**src/verilog/int_sources_defs.vh**
```
`ifndef INT_SOURCES_DEFS_VH
`define INT_SOURCES_DEFS_VH

// Register byte addresses.
`define ADDR_PENDING_LOW 12'h000
`define ADDR_PENDING_MID 12'h004
`define ADDR_PENDING_HIGH 12'h008
`define ADDR_SERIAL_EN 12'h00c
`define ADDR_SERIAL_STAT 12'h010
`define ADDR_MISC_CTRL 12'h014
`define ADDR_MISC_STAT 12'h018

// Serial enable and status bit positions (same layout in both registers).
`define SB_TX_EMPTY 0
`define SB_TX_DONE 1
`define SB_RX_FULL 2
`define SB_IDLE 3
`define SB_OVERRUN 4
`define SB_NOISE 5
`define SB_FRAMING 6
`define SB_PARITY 7

// Miscellaneous control register fields.
`define MC_CONV_EN 0
`define MC_TB_EN 1
`define MC_RATE_LSB 2
`define MC_RATE_MSB 4
`define MC_GLOBAL_MASK 7

// Miscellaneous status (read) and acknowledge (write one) bits.
`define MS_TIMEBASE 0
`define MS_KEYPAD 1
`define MS_CONVERTER 2

// Reset values.
`define SERIAL_EN_RESET 8'h00
`define MISC_CTRL_RESET 8'h80

// Line idle detection and timebase chain.
`define IDLE_BITS 4'ha
`define TB_WIDTH 16
`define TB_TOP_TAP 15

`endif

```
**src/verilog/peripheral_interrupt_sources_status.v**
```verilog
// Function
// Transmit holding empty flag sets on character move; requests only when enabled.
// Transmit done sets when both registers empty, no break or idle; gated by enable.
// Receive full sets on character handover; requests receive interrupt only when enabled.
// Idle flag sets after ten consecutive ones on receive pin; gated by enable.
// Overrun sets when a character completes before the previous one was read.
// Noise flag sets on noise in any start, data or stop bit.
// Framing fault sets when the stop bit position samples low.
// Parity flag sets on parity mismatch in incoming data.
// Serial fault request is the OR of four enabled error flags.
// Low keypad pin latches a request that stays after the pin rises.
// With converter enable, each completion requests interrupt; completion bit not a flag.
// Timebase flag sets at chain rollover at selected rate; requests only when enabled.
// Writing one to timebase acknowledge clears the pending timebase flag.
// Pending flags 1 to 16 map to the listed sources, flag 7 reserved.
// Each pending flag reads one while its source requests; reset and software none.
// Low status register holds flags 6 to 1; bits 1 and 0 read zero.
// Middle status register holds flags 14 to 7; bit 0 reads zero.
// High status register holds flags 16 and 15; bits 7 to 2 zero.
// Global mask blocks every listed source; lowest flag number has highest priority.
// Status register writes are ignored; flags follow their sources every cycle.
`timescale 1ns/1ps
`include "int_sources_defs.vh"

module peripheral_interrupt_sources_status #(
  parameter KEYPAD_PINS = 5,
  parameter IDLE_BITS = 10
) (
  input wire sys_clk,
  input wire reset_n,
  input wire psel,
  input wire penable,
  input wire pwrite,
  input wire [11:0] paddr,
  input wire [31:0] pwdata,
  output reg [31:0] prdata,
  output wire pready,
  output wire pslverr,
  input wire extPinReq,
  input wire pllReq,
  input wire tim1Ch0Req,
  input wire tim1Ch1Req,
  input wire tim1OvfReq,
  input wire tim2Ch0Req,
  input wire tim2OvfReq,
  input wire spiRxReq,
  input wire spiTxReq,
  input wire txCharMoved,
  input wire txShiftEmpty,
  input wire txDataEmpty,
  input wire txBreakIdleGen,
  input wire rxCharDone,
  input wire rxDataRead,
  input wire rxBitTick,
  input wire rxdPin,
  input wire rxStopSample,
  input wire rxNoiseSeen,
  input wire rxParityMismatch,
  input wire convDone,
  input wire convAck,
  input wire [KEYPAD_PINS-1:0] keypad_input_pins,
  output wire cpuIrq,
  output reg [4:0] irqSource_q
);

  reg [7:0] serialEn_q;
  reg [7:0] serialFlags_q;
  reg [7:0] miscCtrl_q;
  reg [3:0] idleCount_q;
  reg rxdMeta_q;
  reg rxdSync_q;
  reg [KEYPAD_PINS-1:0] kbdMeta_q;
  reg [KEYPAD_PINS-1:0] kbdSync_q;
  reg keypadLatch_q;
  reg convPending_q;
  reg [`TB_WIDTH-1:0] tbCount_q;
  reg timebase_flag_q;
  reg [31:0] readData_d;
  reg [4:0] irqSource_d;
  reg addrHit;
  integer i;

  wire setupPhase = psel & ~penable;
  wire writeAccess = psel & penable & pwrite;
  wire wrSerialStat = writeAccess & (paddr == `ADDR_SERIAL_STAT);
  wire wrMiscStat = writeAccess & (paddr == `ADDR_MISC_STAT);
  wire [7:0] serialClear = wrSerialStat ? pwdata[7:0] : 8'h00;
  wire timebase_ack = wrMiscStat & pwdata[`MS_TIMEBASE];
  wire keypadAck = wrMiscStat & pwdata[`MS_KEYPAD];
  wire converterAck = (wrMiscStat & pwdata[`MS_CONVERTER]) | convAck;

  wire converter_int_en = miscCtrl_q[`MC_CONV_EN];
  wire timebase_int_en = miscCtrl_q[`MC_TB_EN];
  wire [2:0] timebase_rate_sel = miscCtrl_q[`MC_RATE_MSB:`MC_RATE_LSB];
  wire globalMask = miscCtrl_q[`MC_GLOBAL_MASK];

  // Zero wait states: read data is captured in the setup phase.
  assign pready = 1'b1;
  assign pslverr = psel & penable & ~addrHit;

  always @* begin
    case (paddr)
      `ADDR_PENDING_LOW, `ADDR_PENDING_MID, `ADDR_PENDING_HIGH,
      `ADDR_SERIAL_EN, `ADDR_SERIAL_STAT, `ADDR_MISC_CTRL, `ADDR_MISC_STAT: addrHit = 1'b1;
      default: addrHit = 1'b0;
    endcase
  end

  // Receive pin and keypad pins come from outside and are synchronised first.
  always @(posedge sys_clk or negedge reset_n) begin
    if (!reset_n) begin
      rxdMeta_q <= 1'b1;
      rxdSync_q <= 1'b1;
    end else begin
      rxdMeta_q <= rxdPin;
      rxdSync_q <= rxdMeta_q;
    end
  end

  genvar k;
  generate
    for (k = 0; k < KEYPAD_PINS; k = k + 1) begin : gKeypadSync
      always @(posedge sys_clk or negedge reset_n) begin
        if (!reset_n) begin
          kbdMeta_q[k] <= 1'b1;
          kbdSync_q[k] <= 1'b1;
        end else begin
          kbdMeta_q[k] <= keypad_input_pins[k];
          kbdSync_q[k] <= kbdMeta_q[k];
        end
      end
    end
  endgenerate

  // Consecutive ones on the receive line; saturates so the flag sets only once per idle run.
  wire idleReached = rxBitTick & rxdSync_q & (idleCount_q == IDLE_BITS[3:0] - 4'h1);
  always @(posedge sys_clk or negedge reset_n) begin
    if (!reset_n) begin
      idleCount_q <= 4'h0;
    end else if (rxBitTick) begin
      if (!rxdSync_q) begin
        idleCount_q <= 4'h0;
      end else if (idleCount_q != IDLE_BITS[3:0]) begin
        idleCount_q <= idleCount_q + 4'h1;
      end
    end
  end

  // Serial event sources; a set in the same cycle as a clear wins.
  wire [7:0] serialSet;
  assign serialSet[`SB_TX_EMPTY] = txCharMoved;
  assign serialSet[`SB_TX_DONE] = txShiftEmpty & txDataEmpty & ~txBreakIdleGen;
  assign serialSet[`SB_RX_FULL] = rxCharDone;
  assign serialSet[`SB_IDLE] = idleReached;
  // Overrun needs the full flag set and no data read in this same cycle; a same-cycle read prevents it.
  assign serialSet[`SB_OVERRUN] = rxCharDone & serialFlags_q[`SB_RX_FULL] & ~rxDataRead;
  assign serialSet[`SB_NOISE] = rxNoiseSeen;
  assign serialSet[`SB_FRAMING] = rxStopSample & ~rxdSync_q;
  assign serialSet[`SB_PARITY] = rxParityMismatch;

  wire [7:0] serialClrAll = serialClear | {7'h00, 1'b0} |
    ({8{rxDataRead}} & (8'h01 << `SB_RX_FULL));

  always @(posedge sys_clk or negedge reset_n) begin
    if (!reset_n) begin
      serialFlags_q <= 8'h00;
    end else begin
      serialFlags_q <= serialSet | (serialFlags_q & ~serialClrAll);
    end
  end

  wire [7:0] serialReq = serialFlags_q & serialEn_q;
  wire sciTxReq = serialReq[`SB_TX_EMPTY] | serialReq[`SB_TX_DONE];
  wire sciRxReq = serialReq[`SB_RX_FULL] | serialReq[`SB_IDLE];
  wire sciErrReq = serialReq[`SB_OVERRUN] | serialReq[`SB_NOISE] |
    serialReq[`SB_FRAMING] | serialReq[`SB_PARITY];

  // Keypad latch holds after the pin returns high until acknowledged.
  always @(posedge sys_clk or negedge reset_n) begin
    if (!reset_n) begin
      keypadLatch_q <= 1'b0;
    end else begin
      keypadLatch_q <= ~(&kbdSync_q) | (keypadLatch_q & ~keypadAck);
    end
  end

  // Converter completion is one store; the enable decides whether it reads as a
  // completion bit or as an interrupt request.
  always @(posedge sys_clk or negedge reset_n) begin
    if (!reset_n) begin
      convPending_q <= 1'b0;
    end else begin
      convPending_q <= convDone | (convPending_q & ~converterAck);
    end
  end
  wire convReq = convPending_q & converter_int_en;
  wire conversion_done_bit = convPending_q & ~converter_int_en;

  // Timebase chain: a larger rate select picks a shorter period.
  wire [4:0] tbTap = 5'd`TB_TOP_TAP - {1'b0, timebase_rate_sel, 1'b0};
  wire [`TB_WIDTH-1:0] tbMask = ({`TB_WIDTH{1'b1}} >> (5'd`TB_TOP_TAP - tbTap));
  wire tbRollover = ((tbCount_q & tbMask) == tbMask);
  always @(posedge sys_clk or negedge reset_n) begin
    if (!reset_n) begin
      tbCount_q <= {`TB_WIDTH{1'b0}};
      timebase_flag_q <= 1'b0;
    end else begin
      tbCount_q <= tbCount_q + {{(`TB_WIDTH-1){1'b0}}, 1'b1};
      timebase_flag_q <= tbRollover | (timebase_flag_q & ~timebase_ack);
    end
  end
  wire tbReq = timebase_flag_q & timebase_int_en;

  // Pending flags indexed 1 to 16; index 7 is reserved and index 0 unused.
  wire [16:0] pendingFlag = {tbReq, convReq, keypadLatch_q, sciTxReq, sciRxReq, sciErrReq,
    spiTxReq, spiRxReq, tim2OvfReq, 1'b0, tim2Ch0Req, tim1OvfReq, tim1Ch1Req, tim1Ch0Req,
    pllReq, extPinReq, 1'b0};
  wire [7:0] pending_flags_low = {pendingFlag[6:1], 2'b00};
  wire [7:0] pending_flags_mid = {pendingFlag[14:8], 1'b0};
  wire [7:0] pending_flags_high = {6'h00, pendingFlag[16:15]};

  // Lowest numbered pending flag wins; the global mask blocks the request.
  always @* begin
    irqSource_d = 5'h00;
    for (i = 16; i >= 1; i = i - 1) begin
      if (pendingFlag[i]) begin
        irqSource_d = i[4:0];
      end
    end
  end
  assign cpuIrq = (|pendingFlag) & ~globalMask;

  always @(posedge sys_clk or negedge reset_n) begin
    if (!reset_n) begin
      irqSource_q <= 5'h00;
    end else begin
      irqSource_q <= globalMask ? 5'h00 : irqSource_d;
    end
  end

  // Writable control registers; pending status registers have no write path.
  always @(posedge sys_clk or negedge reset_n) begin
    if (!reset_n) begin
      serialEn_q <= `SERIAL_EN_RESET;
      miscCtrl_q <= `MISC_CTRL_RESET;
    end else if (writeAccess) begin
      if (paddr == `ADDR_SERIAL_EN) begin
        serialEn_q <= pwdata[7:0];
      end
      if (paddr == `ADDR_MISC_CTRL) begin
        miscCtrl_q <= {pwdata[7], 2'b00, pwdata[4:0]};
      end
    end
  end

  always @* begin
    case (paddr)
      `ADDR_PENDING_LOW: readData_d = {24'h000000, pending_flags_low};
      `ADDR_PENDING_MID: readData_d = {24'h000000, pending_flags_mid};
      `ADDR_PENDING_HIGH: readData_d = {24'h000000, pending_flags_high};
      `ADDR_SERIAL_EN: readData_d = {24'h000000, serialEn_q};
      `ADDR_SERIAL_STAT: readData_d = {24'h000000, serialFlags_q};
      `ADDR_MISC_CTRL: readData_d = {24'h000000, miscCtrl_q};
      `ADDR_MISC_STAT: readData_d = {29'h00000000, conversion_done_bit, keypadLatch_q,
        timebase_flag_q};
      default: readData_d = 32'h00000000;
    endcase
  end

  always @(posedge sys_clk or negedge reset_n) begin
    if (!reset_n) begin
      prdata <= 32'h00000000;
    end else if (setupPhase) begin
      prdata <= readData_d;
    end
  end

endmodule

```
**config.mk**
```make
export PLATFORM = sky130hd
export DESIGN_NAME = peripheral_interrupt_sources_status
export DESIGN_NICKNAME = d
export VERILOG_FILES = /design/src/verilog/peripheral_interrupt_sources_status.v
export VERILOG_INCLUDE_DIRS = /design/src /design/src/verilog
export SDC_FILE = /design/constraint.sdc
export NUM_CORES = 1
export LEC_CHECK = 0
export BUFFER_PORTS_ARGS = -buffer_cell sky130_fd_sc_hd__buf_2
export CAP_MARGIN = 0
export CELL_PAD_IN_SITES_DETAIL_PLACEMENT = 0
export CELL_PAD_IN_SITES_GLOBAL_PLACEMENT = 1
export CORE_MARGIN = 2
export CORE_UTILIZATION = 38
export CTS_BUF_LIST = sky130_fd_sc_hd__clkbuf_8 sky130_fd_sc_hd__clkbuf_16
export CTS_CLUSTER_DIAMETER = 100
export DETAILED_ROUTE_END_ITERATION = 10
export PLACE_DENSITY = 0.77
export SLEW_MARGIN = 40
export SYNTH_ARGS = -nofsm -noshare
export SYNTH_HDL_FRONTEND = slang
export SYNTH_SLANG_ARGS = --single-unit
```
**constraint.sdc**
```tcl
create_clock -name sys_clk -period 2.3 [get_ports sys_clk]
set_input_delay 0 -clock sys_clk [delete_from_list [all_inputs] [get_ports sys_clk]]
set_output_delay 0 -clock sys_clk [all_outputs]
set_load 0.01 [all_outputs]
```
; ---- Yosys cells after proc, flatten, opt, wreduce, memory -nomap -nowiden
; Index checks and enable logic that the tools add are counted.
[totals]
ff_bits = 94
latch_bits = 0
mem_bits_rw = 0
romBits = 0
in_bits = 76
output_inout_bits = 40
elab_cells = 114
memories = 0
[classes]
add_sub_neg = 4
n_mul = 0
n_div = 0
n_lt_le_gt_ge = 0
eq_ne = 10
shift = 1
muxes = 21
n_bitwise = 49
reduce_logical = 7
[op_table]
columns = cell, n
row1 = 2-to-1 mux 5 bit, 16
row2 = one-hot mux 8 bit (7 select lines), 1
row3 = equality test 12 x 5 -> 1 bit (second input constant), 3
row4 = equality test 12 x 4 -> 1 bit (second input constant), 2
row5 = AND 1 bit, 23
row6 = adder 16 x 1 -> 16 bit (second input constant), 1
row7 = AND 16 bit, 1
row8 = AND 8 bit, 2
row9 = equality test 16 bit, 1
row10 = right shift 16 x 5 -> 16 bit (first input constant), 1
row11 = OR reduction 15 bit, 1
row12 = equality test 12 x 3 -> 1 bit (second input constant), 1
row13 = logical NOT 12 bit, 1
row14 = inverter 1 bit, 11
row15 = OR 1 bit, 9
row16 = 2-to-1 mux 4 bit, 2
row17 = 2-to-1 mux 8 bit, 1
row18 = inverter 8 bit, 1
row19 = OR 8 x 3 -> 8 bit, 1
row20 = OR 8 bit, 1
row21 = OR reduction 7 bit, 1
row22 = AND reduction 2 bit, 3
row23 = AND reduction 5 bit, 1
row24 = subtractor 4 x 4 -> 5 bit (first input constant), 1
row25 = 6 further kinds, 6

; ---- Depth between registers and ports, before layout
[logic_depth]
depth_word = 17
ltp_mapped = 6
mapped_depth_nobuf = 6

; ---- Worst setup path after synthesis
; No wires, ideal clock.
[synth_path]
path_type = register -> register
startpoint = register serialEn_q[7]
endpoint = register irqSource_q[2]
setup_ns = 0.125
arrival_ns = 1.674
t_required_ns = 2.175
slack_ns = 0.501
stages_incl_launch_ff = 5
path_cell_list = dfrtp_1 -> a22oi_1 -> nand2_1 -> or4b_2 -> a2111oi_0
[synth_via]
elab_chain_len = 13
[synth_lines]
columns = item, line
row1 = start: declaration, peripheral_interrupt_sources_status.v:66  ; reg [7:0] serialEn_q;
row2 = start signal: assignment, peripheral_interrupt_sources_status.v:244  ; serialEn_q <= `SERIAL_EN_RESET;
row3 = start signal: assignment, peripheral_interrupt_sources_status.v:248  ; serialEn_q <= pwdata[7:0];
row4 = AND 8 bit, peripheral_interrupt_sources_status.v:172  ; wire [7:0] serialReq = serialFlags_q & serialEn_q;
row5 = OR 1 bit, peripheral_interrupt_sources_status.v:175  ; wire sciErrReq = serialReq[`SB_OVERRUN] | serialReq[`SB_NOISE] |
row6 = 2-to-1 mux 5 bit (10 in series), peripheral_interrupt_sources_status.v:226  ; if (pendingFlag[i]) begin
row7 = 2-to-1 mux 5 bit, peripheral_interrupt_sources_status.v:237  ; irqSource_q <= globalMask ? 5'h00 : irqSource_d;
row8 = end signal: assignment, peripheral_interrupt_sources_status.v:237
row9 = end: declaration, peripheral_interrupt_sources_status.v:63  ; output reg [4:0] irqSource_q
; Every way passes these cells.
; A chain may end at the register's enable or synchronous reset.

; ---- Final worst setup path
[layout_path]
startpoint = register serialFlags_q[4]
endpoint = register irqSource_q[2]
[layout_via]
elab_chain_len = 15
[layout_lines]
columns = item, line
row1 = start: declaration, peripheral_interrupt_sources_status.v:67  ; reg [7:0] serialFlags_q;
row2 = start signal: assignment, peripheral_interrupt_sources_status.v:168  ; serialFlags_q <= serialSet | (serialFlags_q & ~serialClrAll);
row3 = AND 8 bit, peripheral_interrupt_sources_status.v:172
row4 = OR 1 bit (3 in series), peripheral_interrupt_sources_status.v:175
row5 = 2-to-1 mux 5 bit (10 in series), peripheral_interrupt_sources_status.v:226
row6 = 2-to-1 mux 5 bit, peripheral_interrupt_sources_status.v:237
; Every way passes these cells.

==> results_dict.tcl <==
set metrics [dict create \
    end_kind "flip-flop" \
    ys.flop_type "dfrtp_1" \
    fmax_mhz 482 \
    final_cell_area_mm2 0.00454 \
    fin_crit_ps 2080 \
    grt_pass1_wl_um 13400 \
    pre_cts_ws_ps 245 \
    cp_top_family "simple AND/OR/NAND/NOR gates" \
    synth_area_leaders "dfrtp_1, dfstp_2, mux2_2" \
    vias 2832 \
    ys_warn_count 0 \
    synth_seq_cells 70 \
    cts_sinks 70 \
    arrival_ps 2290 \
    nNetsFinal 525 \
    maxSlewViolCount 0 \
    hold-path-endpoint "irqSource_q[2]" \
    rsz0062_at_grt "false" \
    drtAntennaViolNets 0 \
    grt_overflow 0 \
    antenna_found_initial 0 \
    htreeDepth 3 \
    mostFrequentLayoutCells "buf_2, dfrtp_1, dlygate4sd3_1" \
    holdPathStages 3 \
    cts_buffer_depth 2 \
    cp-start-kind "flip-flop" \
    reg2reg_depth 4 \
    worst_pin_slew_ps 737 \
    setup-tns-final_ps 0 \
    syn_inst 337 \
    wl_per_cell_um 15.0 \
    area_growth_pct 27.3 \
    placed_area_mm2 0.00395 \
    powerDensity_mw_per_mm2 597 \
    worst_slack_ps 225 \
    n_antenna_cell 0 \
    ys_types 50 \
    reg2reg_slack_ps 220 \
    grt_max_degree 42 \
    row_count 35 \
    path_cells "a22oi_1, nand2_1, or4b_2, a2111oi_0" \
    path_max_fanout 3 \
    timing.rr.end "irqSource_q[2]" \
    gp_congestion 0.856 \
    rr_startpoint "serialFlags_q[4]" \
    cap_violations 0 \
    drt-vias-per-instance 5.05 \
    synth_edf_count 0 \
    synth_top_area_share_pct 40.0 \
    syn_avg_cell_area_um2 10.6 \
    clkLatencyLatePin_ps 350 \
    post_cts_buffers 0 \
    crit_type "flip-flop to flip-flop" \
    mostFrequentLayoutCell "buf_2" \
    ios 116 \
    drt_wl_total_um 8420 \
    numCtsBuffers 9 \
    hold_viol 0 \
    min-delay-start "pllReq" \
    ys_async_sr_fraction_pct 100 \
    max-slew-margin-rel_pct 50.8 \
    synth_area_mm2 0.00356 \
    drc 0 \
    slowest_delay_ps 630 \
    die_area_mm2 0.0102 \
    fin_crit_sh_pct 90.2 \
    hold_class "primary input to flip-flop" \
    grt_usage_pct 17.0 \
    dp_hpwl_um 6130 \
    io_buffers 66 \
    cts_root_buffer "clkbuf_8" \
    synth_top_area_cell "dfrtp_1" \
    ys_seq_area_share_pct 49.6 \
    cts_tree "done" \
    drtIter0Drc 149 \
    status "completed" \
    layout-drive-gt1-share_pct 28.9 \
    die_w_um 101 \
    ir_drop_mv 0.312 \
    setup_viol 0 \
    worst_path_max_delay_cell "or4b_2" \
    leakage_nw 2.07 \
    path_buf_inv 0 \
    start_util_pct 38.9 \
    grt_pass1_vias 2766 \
    clkSlewWorstSetupHoldPaths_ps 80 \
    first_pass_iters 4 \
    worstPathRequired_ps 2510 \
    die_y_um 101 \
    coreArea_mm2 0.00915 \
    finClkSkew_ps 7.75 \
]
-- worst max path at each step --
stage	startpoint	to	slack (ps)	depth (start not counted)
floorplan	serialEn_q[7]	irqSource_q[2]	500	4
global placement	serialFlags_q[4]	irqSource_q[2]	280	4
detailed placement	paddr[0]	serialEn_q[6]	240	5
CTS	serialFlags_q[4]	irqSource_q[2]	240	4
global route	serialFlags_q[4]	irqSource_q[2]	40	4
finish	serialFlags_q[4]	irqSource_q[2]	220	4
-- report_power, final --
part	total, W	leakage, nW	switching (W)	internal, W
Clock	0.00111	0.106	0.000495	0.000614
Combinational	0.000294	1.11	0.000156	0.000139
Sequential	0.00131	0.862	0.0000331	0.00127
-- worst min-delay path, cell delays in order --
cell	delay, ps
buf_2	120
or2_2	140
a2111oi_0	60
-- layout make-up --
cell class / instances / area, um^2
Clock buffer: 9 / 124
Tap cell: 111 / 139
Clock inverter: 7 / 97.6
Fill cell: 854 / 4620
Sequential cell: 70 / 1770
Inverter: 10 / 37.5
Multi-Input combinational cell: 248 / 1640
Timing Repair Buffer: 106 / 733
-- sequential cells by signal (all words and copies together) (netlist names), 4 cells and up --
| signal | cells |
|---|---|
| tbCount_q | 16 |
| prdata | 8 |
| serialEn_q | 8 |
| serialFlags_q | 8 |
| miscCtrl_q | 6 |
| irqSource_q | 5 |
| kbdMeta_q | 5 |
| kbdSync_q | 5 |
| idleCount_q | 4 |
-- cells by family after synthesis --
group,count (synthesis),share of synthesized area [%]
AND/OR/NAND/NOR,111,17.5
AO/OA/AOI/OAI,71,13.6
flip-flops,70,49.6
buffers and inverters,42,7.10
multiplexers,23,7.13
XOR/XNOR,14,3.44
adder cells (fa/ha/maj),4,1.41
other,2,0.211
-- routing by layer --
| metal | wire (um) | vias to the layer above | track usage [%] | share of wire, % |
|---|---|---|---|---|
| met3 | 339 | 6 | 3.12 | 4.0 |
| met4 | 80 | 0 | 5.37 | 0.95 |
| met2 | 4030 | 66 | 27.5 | 48 |
| met1 | 3970 | 1377 | 23.3 | 47 |
| li1 | - | 1383 | - | - |
| met5 | 0 | - | 0 | 0 |
-- what timing repair did --
item / CTS / global route
hold endpoints to repair: 63 / 0
gates resized for setup: 0 / 0
hold buffers: 36 / 0
-- metrics by stage --
stage | hold WS, ps | instances | total power [W] | util, %
finish | 20.1 | 561 | 0.00271 | 49.6
detailed placement | 96.5 | 509 | 0.00158 | 43.2
CTS | 5.77 | 561 | 0.00273 | 49.5
floorplan | -296 | 360 | 0.00148 | -
global placement | 85.0 | 509 | 0.00158 | 43.2
global route | 31.0 | 561 | 0.00283 | 49.6
-- synth_stat cells, types with 2 or more instances --
cell type / n
nor2_1: 11
buf_4: 25
a31oi_1: 5
nor2b_1: 8
mux2_2: 19
and2_1: 2
or4_4: 2
mux2i_1: 4
a221o_1: 2
nand3b_1: 5
nand4_1: 4
nand2b_1: 3
inv_1: 10
o2bb2ai_1: 4
dfstp_2: 13
a211oi_1: 4
o21ai_0: 18
a32oi_1: 3
a21oi_1: 10
nand2_1: 29
and3_1: 6
a22o_1: 8
clkbuf_1: 5
a21o_1: 6
nand3_1: 22
or3b_2: 2
or2_2: 2
a22oi_1: 4
ha_1: 4
conb_1: 2
nor4_1: 4
xnor2_1: 10
xor2_1: 4
dfrtp_1: 57
nor3_1: 5
Power figures use the tool's default switching activity.
